<file path="src/core/cfi_pkg.sv">
/*
  Constants and types for the CPU frame injection header block.
  Assumes one switch-core clock; header bits are counted with the
  first written byte landing in bits 159:152.
*/
package cfi_pkg;

  // ==========================================================
  // Header geometry
  localparam int HDR_BYTES = 20;
  localparam int HDR_BITS = HDR_BYTES * 8;
  localparam int CNT_W = 5;
  localparam logic [CNT_W-1:0] HDR_LAST = CNT_W'(HDR_BYTES - 1);

  // ==========================================================
  // Port numbers of the two CPU ports
  localparam logic [3:0] CPU_PORT_MAIN = 4'hb;
  localparam logic [3:0] CPU_PORT_ALT = 4'hc;

  // ==========================================================
  // Field positions
  localparam int BYPASS_BIT = 127;
  localparam int MASQUERADE_ENABLE_BIT = 126;
  localparam int MASQUERADE_INGRESS_PORT_LSB = 122;
  localparam int MASQUERADE_INGRESS_PORT_W = 4;
  localparam int SMAC_REPL_BIT = 126;
  localparam int REWRITER_OPERATION_LSB = 117;
  localparam int REWRITER_OPERATION_W = 9;
  localparam int REWRITER_TIME_VALUE_LSB = 85;
  localparam int REWRITER_TIME_VALUE_W = 32;
  localparam int DESTINATION_SET_LSB = 56;
  localparam int DESTINATION_SET_W = 12;
  localparam int INJECTING_PORT_NUMBER_LSB = 43;
  localparam int INJECTING_PORT_NUMBER_W = 4;
  localparam int CPUQ_LSB = 20;
  localparam int CPUQ_W = 8;
  localparam int QOS_LSB = 17;
  localparam int QOS_W = 3;

  // ==========================================================
  // Rewriter operation encodings
  localparam logic [3:0] OP4_NONE = 4'h0;
  localparam logic [3:0] OP4_SWAP = 4'h8;
  localparam logic [2:0] OP3_DSCP = 3'h1;
  localparam logic [2:0] OP3_ONESTEP = 3'h2;
  localparam logic [2:0] OP3_TWOSTEP = 3'h3;
  localparam logic [2:0] OP3_ORIGIN = 3'h5;
  localparam int EGR_DELAY_BIT = 5;
  localparam int ARG_LSB = 3;
  localparam int ARG_W = 6;
  localparam logic [ARG_W-1:0] TS_ID_CPU_MAX = 6'h03;

  typedef enum logic [2:0] {
    CMD_NONE = 3'h0,
    CMD_SWAP = 3'h1,
    CMD_DSCP = 3'h2,
    CMD_ONESTEP = 3'h3,
    CMD_TWOSTEP = 3'h4,
    CMD_ORIGIN = 3'h5
  } cfi_rew_cmd_type;

  typedef enum logic [1:0] {
    PRS_IDLE = 2'b00,
    PRS_HDR = 2'b01,
    PRS_BODY = 2'b11
  } cfi_prs_state_type;

endpackage

</file>
<file path="src/core/cfi_field_dec.sv">
/*
  Decodes a collected injection header into forwarding and rewrite
  side-band. Assumes an all-zero header for frames without one.
*/
`timescale 1ns/1ps
`default_nettype none

module cfi_field_dec (
  // Header
  input wire logic [cfi_pkg::HDR_BITS-1:0] hdr,
  // Forwarding
  output logic bypass,
  output logic masquerade_enable,
  output logic [3:0] ingress,
  output logic [cfi_pkg::DESTINATION_SET_W-1:0] destination_set,
  output logic [cfi_pkg::CPUQ_W-1:0] cpuq,
  output logic [cfi_pkg::QOS_W-1:0] qos,
  output logic [cfi_pkg::INJECTING_PORT_NUMBER_W-1:0] injecting_port_number,
  // Rewrite
  output cfi_pkg::cfi_rew_cmd_type cmd,
  output logic [cfi_pkg::ARG_W-1:0] arg,
  output logic egr_delay,
  output logic smac_rep,
  output logic ts_cpu,
  output logic [cfi_pkg::REWRITER_TIME_VALUE_W-1:0] rewriter_time_value
);

  logic [cfi_pkg::REWRITER_OPERATION_W-1:0] op;

  always_comb begin
    op = hdr[cfi_pkg::REWRITER_OPERATION_LSB +: cfi_pkg::REWRITER_OPERATION_W];
    bypass = hdr[cfi_pkg::BYPASS_BIT];
    // Masquerade and source MAC replace only exist without bypass
    masquerade_enable = !bypass && hdr[cfi_pkg::MASQUERADE_ENABLE_BIT];
    smac_rep = !bypass && hdr[cfi_pkg::SMAC_REPL_BIT];
    ingress = masquerade_enable ? hdr[cfi_pkg::MASQUERADE_INGRESS_PORT_LSB +: cfi_pkg::MASQUERADE_INGRESS_PORT_W]
                   : cfi_pkg::CPU_PORT_MAIN;
    destination_set = bypass ? hdr[cfi_pkg::DESTINATION_SET_LSB +: cfi_pkg::DESTINATION_SET_W]
                  : '0;
    cpuq = bypass ? hdr[cfi_pkg::CPUQ_LSB +: cfi_pkg::CPUQ_W] : '0;
    qos = bypass ? hdr[cfi_pkg::QOS_LSB +: cfi_pkg::QOS_W] : '0;
    injecting_port_number = hdr[cfi_pkg::INJECTING_PORT_NUMBER_LSB +: cfi_pkg::INJECTING_PORT_NUMBER_W];
    rewriter_time_value = hdr[cfi_pkg::REWRITER_TIME_VALUE_LSB +: cfi_pkg::REWRITER_TIME_VALUE_W];
    cmd = cfi_pkg::CMD_NONE;
    if (bypass) begin
      if (op[3:0] == cfi_pkg::OP4_NONE) begin
        cmd = cfi_pkg::CMD_NONE;
      end else if (op[3:0] == cfi_pkg::OP4_SWAP) begin
        cmd = cfi_pkg::CMD_SWAP;
      end else begin
        case (op[2:0])
          cfi_pkg::OP3_DSCP: cmd = cfi_pkg::CMD_DSCP;
          cfi_pkg::OP3_ONESTEP: cmd = cfi_pkg::CMD_ONESTEP;
          cfi_pkg::OP3_TWOSTEP: cmd = cfi_pkg::CMD_TWOSTEP;
          cfi_pkg::OP3_ORIGIN: cmd = cfi_pkg::CMD_ORIGIN;
          default: cmd = cfi_pkg::CMD_NONE;
        endcase
      end
    end
    arg = ((cmd == cfi_pkg::CMD_DSCP) || (cmd == cfi_pkg::CMD_TWOSTEP))
          ? op[cfi_pkg::ARG_LSB +: cfi_pkg::ARG_W] : '0;
    egr_delay = (cmd == cfi_pkg::CMD_ONESTEP) &&
                op[cfi_pkg::EGR_DELAY_BIT];
    ts_cpu = (cmd == cfi_pkg::CMD_TWOSTEP) &&
             (arg <= cfi_pkg::TS_ID_CPU_MAX);
  end

endmodule

`default_nettype wire

</file>
<file path="src/core/cfi_hdr_parse.sv">
/*
  Per-group header collector: swallows the leading header bytes of
  each frame when expected and holds them until the frame ends.
  Assumes take is high only on accepted bytes of this group.
*/
`timescale 1ns/1ps
`default_nettype none

module cfi_hdr_parse (
  // Clock and reset
  input wire logic core_clk,
  input wire logic reset_n,
  // Configuration
  input wire logic expect_hdr,
  // Accepted byte
  input wire logic take,
  input wire logic [7:0] data,
  input wire logic eof,
  // Parse result
  output logic hdr_byte,
  output logic present,
  output logic [cfi_pkg::HDR_BITS-1:0] hdr
);

  typedef struct packed {
    cfi_pkg::cfi_prs_state_type st;
    logic [cfi_pkg::CNT_W-1:0] cnt;
    logic present;
    logic [cfi_pkg::HDR_BITS-1:0] hdr;
  } cfi_prs_type;

  cfi_prs_type s_r;
  cfi_prs_type s_nxt;

  // ==========================================================
  // Next state
  always_comb begin
    s_nxt = s_r;
    if (take) begin
      case (s_r.st)
        cfi_pkg::PRS_IDLE: begin
          s_nxt.present = 1'b0;
          if (expect_hdr) begin
            s_nxt.hdr = {s_r.hdr[cfi_pkg::HDR_BITS-9:0], data};
            s_nxt.cnt = {{(cfi_pkg::CNT_W-1){1'b0}}, 1'b1};
            s_nxt.st = eof ? cfi_pkg::PRS_IDLE : cfi_pkg::PRS_HDR;
          end else begin
            // Leading bytes are frame data
            s_nxt.st = eof ? cfi_pkg::PRS_IDLE : cfi_pkg::PRS_BODY;
          end
        end
        cfi_pkg::PRS_HDR: begin
          s_nxt.hdr = {s_r.hdr[cfi_pkg::HDR_BITS-9:0], data};
          s_nxt.cnt = s_r.cnt + 5'h01;
          if (eof) begin
            // Runt: frame ended inside its header, dropped
            s_nxt.st = cfi_pkg::PRS_IDLE;
          end else if (s_r.cnt == cfi_pkg::HDR_LAST) begin
            s_nxt.st = cfi_pkg::PRS_BODY;
            s_nxt.present = 1'b1;
          end
        end
        cfi_pkg::PRS_BODY: begin
          if (eof) begin
            s_nxt.st = cfi_pkg::PRS_IDLE;
            s_nxt.present = 1'b0;
          end
        end
        default: begin
          s_nxt.st = cfi_pkg::PRS_IDLE;
        end
      endcase
    end
  end

  always_ff @(posedge core_clk) begin
    if (!reset_n) begin
      s_r <= '0;
    end else begin
      s_r <= s_nxt;
    end
  end

  assign hdr_byte = (s_r.st == cfi_pkg::PRS_HDR) ||
                    ((s_r.st == cfi_pkg::PRS_IDLE) && expect_hdr);
  assign present = s_r.present;
  assign hdr = s_r.hdr;
endmodule

`default_nettype wire

</file>
<file path="src/core/cfi_inject.sv">
/*
  CPU frame injection front end: two injection groups, per-frame
  header parsing and decode, one byte stream into the switch core
  with the frame's side-band held from start to end of frame.
  Assumes the switch core takes one byte every cycle without stall
  and that configuration ports are driven from core_clk logic.
*/
// Notes on behaviour
// Two independent injection groups feed CPU ports 11 and 12 separately.
// Every unmasqueraded injected frame enters the core as arriving on port 11.
// Source preference lets the CPU port win egress queue arbitration.
// First 20 bytes of each frame are the header; frame follows.
// Header parsed only where the port's header-expect setting is on.
// Bypass bit 127 takes destination, CPU queue, QoS, tags from header.
// Without bypass the analyzer classifies and forwards the frame normally.
// Masquerade bit 126 makes the frame appear from the masquerade port.
// Masquerade port is the 4-bit field at 122, used only when enabled.
// CPU sets masquerade fields only without bypass; rewriter bits overlap.
// Without bypass, bit 126 replaces source MAC with egress-port address.
// With bypass, 9-bit field at 117 is the egress rewrite command.
// Low four command bits zero means no rewrite.
// Low four bits 8 swaps MAC addresses, clearing bit 40 of new SMAC.
// Low three bits 1 remarks DSCP using command bits 8 to 3.
// Low three bits 2 adds residence time; bit 5 adds egress delay.
// Low three bits 3 stores departure timestamp tagged with bits 8 to 3.
// Timestamp identifiers 0 to 3 belong to CPU injected frames.
// Low three bits 5 writes departure time of day into origin field.
// CPU writes zero to command bits the chosen command leaves undefined.
// 12-bit destination set at bit 56 used with bypass; top bit CPU.
// 4-bit field at 43 carries the injecting port number, 0 to 12.
// 32-bit value at 85 may hold injection start time for residence.
// Without header-expect, leading bytes are data, default forwarding.
`timescale 1ns/1ps
`default_nettype none

module cfi_inject (
  // Clock and reset
  input wire logic core_clk,
  input wire logic reset_n,
  // Configuration
  input wire logic [1:0] expect_injection_header,
  input wire logic cpu_source_preference,
  // Injection group 0 (port 11)
  input wire logic grp0_valid,
  input wire logic [7:0] grp0_data,
  input wire logic grp0_eof,
  output logic grp0_ready,
  // Injection group 1 (port 12)
  input wire logic grp1_valid,
  input wire logic [7:0] grp1_data,
  input wire logic grp1_eof,
  output logic grp1_ready,
  // Frame stream into the switch core
  output logic core_valid,
  output logic [7:0] core_data,
  output logic core_sof,
  output logic core_eof,
  // Frame side-band, held for the whole frame
  output logic [3:0] core_group_port,
  output logic [3:0] core_ingress_port,
  output logic core_masquerade,
  output logic core_hdr_seen,
  output logic core_bypass,
  output logic [cfi_pkg::DESTINATION_SET_W-1:0] core_destination_set,
  output logic [cfi_pkg::CPUQ_W-1:0] core_cpu_queue,
  output logic [cfi_pkg::QOS_W-1:0] core_field_a,
  output logic [cfi_pkg::INJECTING_PORT_NUMBER_W-1:0] core_injecting_port_number,
  output logic core_prefer_src,
  // Rewrite side-band
  output cfi_pkg::cfi_rew_cmd_type core_rew_cmd,
  output logic [cfi_pkg::ARG_W-1:0] core_rew_arg,
  output logic core_egress_delay,
  output logic core_smac_replace,
  output logic core_mac_swap,
  output logic core_ts_id_cpu,
  output logic [cfi_pkg::REWRITER_TIME_VALUE_W-1:0] core_rewriter_time_value
);

  typedef struct packed {
    logic gnt_v;
    logic gnt_i;
    logic rr;
    logic [1:0] rdy;
    logic mid;
    logic valid;
    logic [7:0] data;
    logic sof;
    logic eof;
    logic [3:0] grp_port;
    logic [3:0] ingress;
    logic masquerade_enable;
    logic hdr_seen;
    logic bypass;
    logic [cfi_pkg::DESTINATION_SET_W-1:0] destination_set;
    logic [cfi_pkg::CPUQ_W-1:0] cpuq;
    logic [cfi_pkg::QOS_W-1:0] qos;
    logic [cfi_pkg::INJECTING_PORT_NUMBER_W-1:0] injecting_port_number;
    logic prefer;
    cfi_pkg::cfi_rew_cmd_type cmd;
    logic [cfi_pkg::ARG_W-1:0] arg;
    logic egr_delay;
    logic smac_rep;
    logic swap;
    logic ts_cpu;
    logic [cfi_pkg::REWRITER_TIME_VALUE_W-1:0] rewriter_time_value;
  } cfi_top_type;

  cfi_top_type s_r;
  cfi_top_type s_nxt;

  // ==========================================================
  // Per-group header collection
  logic [1:0] g_valid;
  logic [1:0] g_eof;
  logic [1:0] take;
  logic [1:0] hdr_byte;
  logic [1:0] present;
  logic [7:0] g_data [2];
  logic [cfi_pkg::HDR_BITS-1:0] g_hdr [2];
  logic [cfi_pkg::HDR_BITS-1:0] hdr_sel;

  assign g_valid = {grp1_valid, grp0_valid};
  assign g_eof = {grp1_eof, grp0_eof};
  assign g_data[0] = grp0_data;
  assign g_data[1] = grp1_data;
  assign take = g_valid & s_r.rdy;

  // Each group keeps its own header parser; one decoder serves the granted group
  for (genvar g = 0; g < 2; g++) begin : g_grp
    cfi_hdr_parse u_parse (
      .core_clk(core_clk),
      .reset_n(reset_n),
      .expect_hdr(expect_injection_header[g]),
      .take(take[g]),
      .data(g_data[g]),
      .eof(g_eof[g]),
      .hdr_byte(hdr_byte[g]),
      .present(present[g]),
      .hdr(g_hdr[g])
    );
  end

  // ==========================================================
  // Decode of the granted group's header
  logic d_bypass;
  logic d_masquerade_enable;
  logic [3:0] d_ingress;
  logic [cfi_pkg::DESTINATION_SET_W-1:0] d_destination_set;
  logic [cfi_pkg::CPUQ_W-1:0] d_cpuq;
  logic [cfi_pkg::QOS_W-1:0] d_qos;
  logic [cfi_pkg::INJECTING_PORT_NUMBER_W-1:0] d_injecting_port_number;
  cfi_pkg::cfi_rew_cmd_type d_cmd;
  logic [cfi_pkg::ARG_W-1:0] d_arg;
  logic d_egr_delay;
  logic d_smac_rep;
  logic d_ts_cpu;
  logic [cfi_pkg::REWRITER_TIME_VALUE_W-1:0] d_rewriter_time_value;

  // No header present decodes as all zero: default forwarding
  assign hdr_sel = present[s_r.gnt_i] ? g_hdr[s_r.gnt_i] : '0;

  cfi_field_dec u_dec (
    .hdr(hdr_sel),
    .bypass(d_bypass),
    .masquerade_enable(d_masquerade_enable),
    .ingress(d_ingress),
    .destination_set(d_destination_set),
    .cpuq(d_cpuq),
    .qos(d_qos),
    .injecting_port_number(d_injecting_port_number),
    .cmd(d_cmd),
    .arg(d_arg),
    .egr_delay(d_egr_delay),
    .smac_rep(d_smac_rep),
    .ts_cpu(d_ts_cpu),
    .rewriter_time_value(d_rewriter_time_value)
  );

  // ==========================================================
  // Grant, stream and side-band
  logic cur_take;
  logic cur_body;

  assign cur_take = s_r.gnt_v && take[s_r.gnt_i];
  assign cur_body = cur_take && !hdr_byte[s_r.gnt_i];

  always_comb begin
    s_nxt = s_r;
    s_nxt.valid = 1'b0;
    s_nxt.sof = 1'b0;
    s_nxt.eof = 1'b0;
    if (s_r.gnt_v) begin
      if (cur_body) begin
        s_nxt.valid = 1'b1;
        s_nxt.data = g_data[s_r.gnt_i];
        s_nxt.eof = g_eof[s_r.gnt_i];
        s_nxt.sof = !s_r.mid;
        s_nxt.mid = !g_eof[s_r.gnt_i];
        if (!s_r.mid) begin
          s_nxt.grp_port = s_r.gnt_i ? cfi_pkg::CPU_PORT_ALT
                                     : cfi_pkg::CPU_PORT_MAIN;
          s_nxt.ingress = d_ingress;
          s_nxt.masquerade_enable = d_masquerade_enable;
          s_nxt.hdr_seen = present[s_r.gnt_i];
          s_nxt.bypass = d_bypass;
          s_nxt.destination_set = d_destination_set;
          s_nxt.cpuq = d_cpuq;
          s_nxt.qos = d_qos;
          s_nxt.injecting_port_number = d_injecting_port_number;
          s_nxt.prefer = cpu_source_preference;
          s_nxt.cmd = d_cmd;
          s_nxt.arg = d_arg;
          s_nxt.egr_delay = d_egr_delay;
          s_nxt.smac_rep = d_smac_rep;
          s_nxt.swap = d_cmd == cfi_pkg::CMD_SWAP;
          s_nxt.ts_cpu = d_ts_cpu;
          s_nxt.rewriter_time_value = d_rewriter_time_value;
        end
      end
      // Frame end releases the group for the other one
      if (cur_take && g_eof[s_r.gnt_i]) begin
        s_nxt.gnt_v = 1'b0;
      end
    end else if (g_valid[s_r.rr]) begin
      s_nxt.gnt_v = 1'b1;
      s_nxt.gnt_i = s_r.rr;
      s_nxt.rr = !s_r.rr;
    end else if (g_valid[!s_r.rr]) begin
      s_nxt.gnt_v = 1'b1;
      s_nxt.gnt_i = !s_r.rr;
    end
    s_nxt.rdy = s_nxt.gnt_v ? (2'b01 << s_nxt.gnt_i) : 2'b00;
  end

  always_ff @(posedge core_clk) begin
    if (!reset_n) begin
      s_r <= '0;
    end else begin
      s_r <= s_nxt;
    end
  end

  assign grp0_ready = s_r.rdy[0];
  assign grp1_ready = s_r.rdy[1];
  assign core_valid = s_r.valid;
  assign core_data = s_r.data;
  assign core_sof = s_r.sof;
  assign core_eof = s_r.eof;
  assign core_group_port = s_r.grp_port;
  assign core_ingress_port = s_r.ingress;
  assign core_masquerade = s_r.masquerade_enable;
  assign core_hdr_seen = s_r.hdr_seen;
  assign core_bypass = s_r.bypass;
  assign core_destination_set = s_r.destination_set;
  assign core_cpu_queue = s_r.cpuq;
  assign core_field_a = s_r.qos;
  assign core_injecting_port_number = s_r.injecting_port_number;
  assign core_prefer_src = s_r.prefer;
  assign core_rew_cmd = s_r.cmd;
  assign core_rew_arg = s_r.arg;
  assign core_egress_delay = s_r.egr_delay;
  assign core_smac_replace = s_r.smac_rep;
  assign core_mac_swap = s_r.swap;
  assign core_ts_id_cpu = s_r.ts_cpu;
  assign core_rewriter_time_value = s_r.rewriter_time_value;

  // ==========================================================
  // Checks
  logic [cfi_pkg::CNT_W:0] skip_cnt_r;
  logic [cfi_pkg::CNT_W:0] skip_at_sof_r;

  // Header bytes swallowed ahead of each frame's first byte
  always_ff @(posedge core_clk) begin
    if (!reset_n) begin
      skip_cnt_r <= '0;
      skip_at_sof_r <= '0;
    end else if (cur_body && !s_r.mid) begin
      skip_at_sof_r <= skip_cnt_r;
      skip_cnt_r <= '0;
    end else if (cur_take && g_eof[s_r.gnt_i]) begin
      skip_cnt_r <= '0;
    end else if (cur_take) begin
      skip_cnt_r <= skip_cnt_r + 6'h01;
    end
  end
endmodule

`default_nettype wire

</file>
<file path="config.mk">
export PLATFORM = sky130hd
export DESIGN_NAME = cfi_inject
export DESIGN_NICKNAME = d
export VERILOG_FILES = /design/src/core/cfi_pkg.sv /design/src/core/cfi_field_dec.sv /design/src/core/cfi_hdr_parse.sv /design/src/core/cfi_inject.sv
export SDC_FILE = /design/constraint.sdc
export NUM_CORES = 1
export LEC_CHECK = 0
export BUFFER_PORTS_ARGS = -buffer_cell sky130_fd_sc_hd__buf_4
export CAP_MARGIN = 20
export CORE_UTILIZATION = 52
export DETAILED_ROUTE_END_ITERATION = 8
export PLACE_DENSITY = 0.72
export REMOVE_ABC_BUFFERS = 1
export SLEW_MARGIN = 10
export SYNTH_ARGS = -nofsm -noshare
export SYNTH_HDL_FRONTEND = slang
export SYNTH_HIERARCHICAL = 1
export SYNTH_SLANG_ARGS = --single-unit
</file>
<file path="constraint.sdc">
create_clock -name core_clk -period 2.4 [get_ports core_clk]
set_clock_uncertainty 0.15 [all_clocks]
set_input_delay 0.24 -clock core_clk [delete_from_list [all_inputs] [get_ports core_clk]]
set_output_delay 0.24 -clock core_clk [all_outputs]
set_load 0.01 [all_outputs]
</file>
======== Yosys cells after proc, flatten, opt, wreduce, memory -nomap -nowiden ========
Cells that the tools add are included.
storage, ports and cells
  word-level logic and storage cells ...... 172
  register bits ........................... 372
operators by class
  equality and inequality tests ........... 25
  multiplexer cells ....................... 67
  reduce and logical (&&, ||, !) cells .... 35
  shift operators ......................... 1
  $lt $le $gt $ge ......................... 5
  $add $sub $neg .......................... 2
  bitwise gates (word level) .............. 4
operator list
  operator                                                                          count
  128-bit 2-to-1 mux                                                                6
  128-bit one-hot mux with 2 select lines                                           2
  95-bit 2-to-1 mux                                                                 1
  84-bit 2-to-1 mux                                                                 1
  8-bit 2-to-1 mux                                                                  4
  2-bit 2-to-1 mux                                                                  13
  1-bit 2-to-1 mux                                                                  23
  5-bit one-hot mux with 2 select lines                                             2
  3-bit AND reduction                                                               6
  3-bit 2-to-1 mux                                                                  5
  3-bit by 2-bit == test with 1-bit output, second input constant                   4
  12-bit 2-to-1 mux                                                                 1
  2-bit != test, second input constant                                              6
  2-bit one-hot mux with 3 select lines                                             2
  3-bit one-hot mux with 4 select lines                                             1
  5-bit by 1-bit adder with 5-bit output, second input constant                     2
  5-bit == test, second input constant                                              2
  5-bit 2-to-1 mux                                                                  2
  5-bit AND reduction                                                               2
  1-bit logical AND                                                                 8
  2-bit AND reduction                                                               4
  3-bit by 1-bit == test with 1-bit output, second input constant                   2
  3-bit == test, second input constant                                              2
  6-bit by 2-bit less-or-equal comparator with 1-bit output, second input constant  1
  20 further kinds                                                                  37

======== Depth between registers and ports, before layout ========
  depth after elaboration ................. 17
  gate-level depth with buffers ........... 12

======== Modules after synthesis ========
The synthesis kept the hierarchy.
modules (own cells, without submodules)
  module         sequential area each (um2)  area an instance (um2)  instances  cells an instance
  cfi_hdr_parse  3363.2                      7698.6                  2          940
  cfi_inject     2001.9                      6890.4                  1          891
  cfi_field_dec  0.0                         604.3                   1          90

======== Worst setup path before layout ========
OpenSTA, ideal clock, no wires.
  path type ............................... reg-to-reg
  start point ............................. register s_r[99] (netlist name)
  end point ............................... register s_r (netlist bit core_mac_swap)
  arrival time ............................ 2223 ps
  setup slack ............................. -43 ps
  setup time .............................. 70 ps
  cell stages (with the launch flop) ...... 12
  required time ........................... 2180 ps
  clock period less this slack ............ 2443 ps
  path buffers ............................ 5
  cell sequence ........................... dfxtp_1 > buf_4 > buf_2 > buf_2 > buf_2 > mux2i_1 > nor2_1 > clkbuf_1 > o21a_1 > nor3b_1 > nand3_1 > a21oi_1
between the ends
  elaborated cells on any way between the ends .. 26
  those cells by class .................... eq/ne: 6; mux: 14; bitwise: 1; reduce/logical: 5
RTL lines
  element                                                 line                 RTL
  from (decl)                                             cfi_inject.sv:108    cfi_top_type s_r;
  from (signal assigned)                                  cfi_inject.sv:239    s_r <= s_nxt;
  1-bit inverter with 2-bit output (implied by the code)  cfi_inject.sv:160    assign hdr_sel = present[s_r.gnt_i] ? g_hdr[s_r.gnt_i] : '0;
  128-bit 2-to-1 mux (implied by the code) (3 in series)  cfi_inject.sv:160
  128-bit 2-to-1 mux (*)                                  cfi_inject.sv:160
  named net hdr_sel, one bit                              cfi_inject.sv:120    logic [cfi_pkg::HDR_BITS-1:0] hdr_sel;
  3-bit 2-to-1 mux (*)                                    cfi_field_dec.sv:45  if (bypass) begin
  named net d_cmd[0]                                      cfi_inject.sv:152    cfi_pkg::cfi_rew_cmd_type d_cmd;
  3-bit by 1-bit == test with 1-bit output (*)            cfi_inject.sv:215    s_nxt.swap = d_cmd == cfi_pkg::CMD_SWAP;
Mark *: on every way through the listed nets, which the timed path passes. The rest lies on a longest branch. The select of a mux whose other input is x is not followed.
A chain may end at the register's enable or synchronous reset.

======== Worst setup path after layout ========
  start point ............................. register s_r[99] (netlist name)
  end point ............................... register s_r (netlist bit core_ts_id_cpu)
between the ends
  elaborated cells on any way between the ends .. 31
  those cells by class .................... order compare: 1; eq/ne: 7; mux: 15; bitwise: 1; reduce/logical: 7
RTL lines
  element                                                        line                 RTL
  1-bit inverter with 2-bit output (implied by the code)         cfi_inject.sv:160
  128-bit 2-to-1 mux (implied by the code) (3 in series)         cfi_inject.sv:160
  128-bit 2-to-1 mux (*)                                         cfi_inject.sv:160
  named net hdr_sel, one bit                                     cfi_inject.sv:120
  6-bit 2-to-1 mux (*)                                           cfi_field_dec.sv:61  ? op[cfi_pkg::ARG_LSB +: cfi_pkg::ARG_W] : '0;
  6-bit by 2-bit less-or-equal comparator with 1-bit output (*)  cfi_field_dec.sv:65  (arg <= cfi_pkg::TS_ID_CPU_MAX);
  1-bit logical AND (*)                                          cfi_field_dec.sv:64  ts_cpu = (cmd == cfi_pkg::CMD_TWOSTEP) &&
  named net d_ts_cpu                                             cfi_inject.sv:156    logic d_ts_cpu;
Marked as above.

==> results by group <==
Run status
  – Outcome: completed

Place
  – Port Buf Inserts: approximately 120
  – Routability congestion estimate: 0.796
  – Hpwl dp: roughly 23,000 µm

Setup path
  – Crit end category: register
  – Max FO, Critical Path: 23
  – Worst setup path class: register to register
  – CP arrival: around 2500 ps
  – Worst EP required: roughly 2700 ps
  – Worst Setup Start Kind: register

Route
  – Metal3 WL: 2500 µm
  – Vias: between 10,000 and 15,000
  – M1 WL: roughly 19,000 µm
  – Met2 WL: 18,600 µm
  – Wire per inst: approximately 17 µm
  – Routed Antenna Nets: 0
  – Drt total wl: 40,600 µm
  – Via density: around 5.9
  – Iteration-0 DRC Markers: roughly 1,300
  – DR top layer: met4
  – Drt pass-1 iters: 5
  – Post-route DRC: 0

Clock tree
  – Inserted Clock Buffers: 39
  – Clock Latency Late Sink: 530 ps
  – Root Buffer: clkbuf_16
  – CTS tree: yes
  – Max Buffers Root-to-Sink: 3
  – Clk sinks: 372
  – Clock H-tree levels: 2
  – Worst-path clk slew: 60 ps

Final layout
  – Area grow syn2layout: 3.45%
  – Nets: roughly 2,000
  – Antenna diodes: 0
  – Fillcell total: slightly above 3,000
  – Ratio of cells with drive above 1 in the final layout: roughly 13%

Synthesis
  – Area of the mapped netlist: between 0.015 and 0.02 mm²
  – Synth warn: 6
  – Cells after Synth: ~2,200
  – Syn Area/Cell: 8.10 µm²

Timing
  – Slew Limit Fails: 0
  – Slew Limit Headroom: a little under half
  – Final hold violations: 0
  – Crit share post-route: 92.0%
  – Setup TNS: 0 ps
  – Least-Margin Pin Slew: around 790 ps
  – Minimum clock period: 2210 ps
  – Endpoints failing setup: 0
  – RSZ-0062 raised after global routing: no
  – Fmax achieved: approximately 450 MHz

Run
  – Max-Cap Viols: 0

Die
  – Die height: about 190 µm
  – Initial cell density of the core: 53.2%
  – FP Rows: 67
  – Die footprint: 0.0352 mm²
  – IO Pins: about 120
  – Width of the die: around 190 µm
  – Core region area: approximately 0.034 mm²

Global routing
  – Largest net degree at the start of global routing: 130
  – Total grt overflow: 0
  – First-pass GRT wire length: ~67,000 µm
  – GRT Resource Usage Total: about 22%
  – Initial antenna violation count: 0
  – Vias in the first global route: approximately 13,000

Power
  – Max VDD drop: approximately 0.42 mV
  – Tot Pwr: between 10,000 and 15,000 µW
  – Power per cell area: roughly 730 mW/mm²
  – P_leak: 0.00596 µW

Hold path
  – Worst Hold Class: register to register
critical path: stages (launching register included):
cell and delay (ps):
dfxtp_4 430, mux2i_4 440, buf_4 360, nor2_1 110, nor4_1 260, and3_1 180, nand3_1 70, a21oi_1 120
worst paths after layout:
kind	start	to	slack [ps]	cells past startpoint
worst max-delay path	s_r[99]$_SDFF_PN0_	core_ts_id_cpu$_SDFFE_PN0P_	190	7
worst min-delay path	g_grp[1].u_parse/hdr[28]$_SDFFE_PN0P_	g_grp[1].u_parse/hdr[36]$_SDFFE_PN0P_	300	2
worst max register to register	s_r[99]$_SDFF_PN0_	core_ts_id_cpu$_SDFFE_PN0P_	190	7
worst min register to register	g_grp[1].u_parse/hdr[28]$_SDFFE_PN0P_	g_grp[1].u_parse/hdr[36]$_SDFFE_PN0P_	300	2
per-layer routing:
metal	global-route usage (%)	vias up
li1	-	6916
met3	3.22	54
met2	36.2	487
met1	31.3	6816
met5	0	-
met4	5.50	0
cells in the final DEF, fill, tap and decap left out, drive strengths merged:
cell / count
a31oi: 6
nand3: 345
clkinv: 5
nor3: 2
buf: 167
o21ai: 344
o21a: 3
nand2b: 8
nand4: 2
a211oi: 13
bufinv: 3
mux2i: 81
a21oi: 348
o211a: 1
nor3b: 1
nor2: 94
dlygate4sd3: 24
xnor2: 1
a311oi: 3
xor2: 1
or4: 8
and4: 1
and2: 33
dfxtp: 372
and3: 2
inv: 14
clkbuf: 62
ha: 2
o31ai: 9
nor2b: 6
mux2: 2
nor4b: 2
nand2: 8
nor4: 1
or2: 2
and4b: 1
cell type report:
type                       count  area (µm²)  share of cell area (%)
tap                          448         561                    3.02
multi-input combinational   1330        7300                    39.4
sequential                   372        7450                    40.2
clock buffer                  62        1260                    6.82
timing repair buffer         191        1770                    9.54
clock inverter                 8         130                   0.702
inverter                      14        61.3                   0.331
through the flow:
| step | hold slack [ps] | instances | setup WS, ps | utilization, % | cell area (µm²) |
|---|---|---|---|---|---|
| after floorplan | 185 | 1716 | -5560 | - | 14700 |
| after global placement | 293 | 2331 | 213 | 50.2 | 16900 |
| after detailed placement | 301 | 2331 | 225 | 50.2 | 16900 |
| after CTS | 308 | 2425 | 204 | 55.0 | 18500 |
| after global routing | 324 | 2425 | 36.4 | 55.0 | 18500 |
| final | 305 | 2425 | 193 | 55.0 | 18500 |
registers in the layout, summed over array words and instances (netlist names), 2 cells and up:
name	flops
core_cpu_queue	8
s_r	4
core_rewriter_time_value	32
g_grp.u_parse/present	2
core_destination_set	12
core_injecting_port_number	4
g_grp.u_parse/s_r	14
core_group_port	3
core_rew_cmd	3
core_field_a	3
core_data	8
core_rew_arg	6
g_grp.u_parse/hdr	256
core_ingress_port	4
where the power goes:
group | total (µW) | leakage [µW] | switching (µW) | internal [µW]
Combinational | 878 | 0.00226 | 632 | 246
Sequential | 6230 | 0.00300 | 26.1 | 6200
Clock | 6400 | 0.000693 | 2470 | 3930
Total | 13500 | 0.00596 | 3130 | 10400
what timing repair did:
| action | CTS | global route |
|---|---|---|
| buffers inserted | 0 | 0 |
| gates resized for setup | 0 | 1 |
| setup endpoints to repair | 0 | 1 |
| hold buffers | 24 | 0 |
| hold endpoints to repair | 46 | 0 |
No activity file was read; power rests on OpenSTA's default activity.
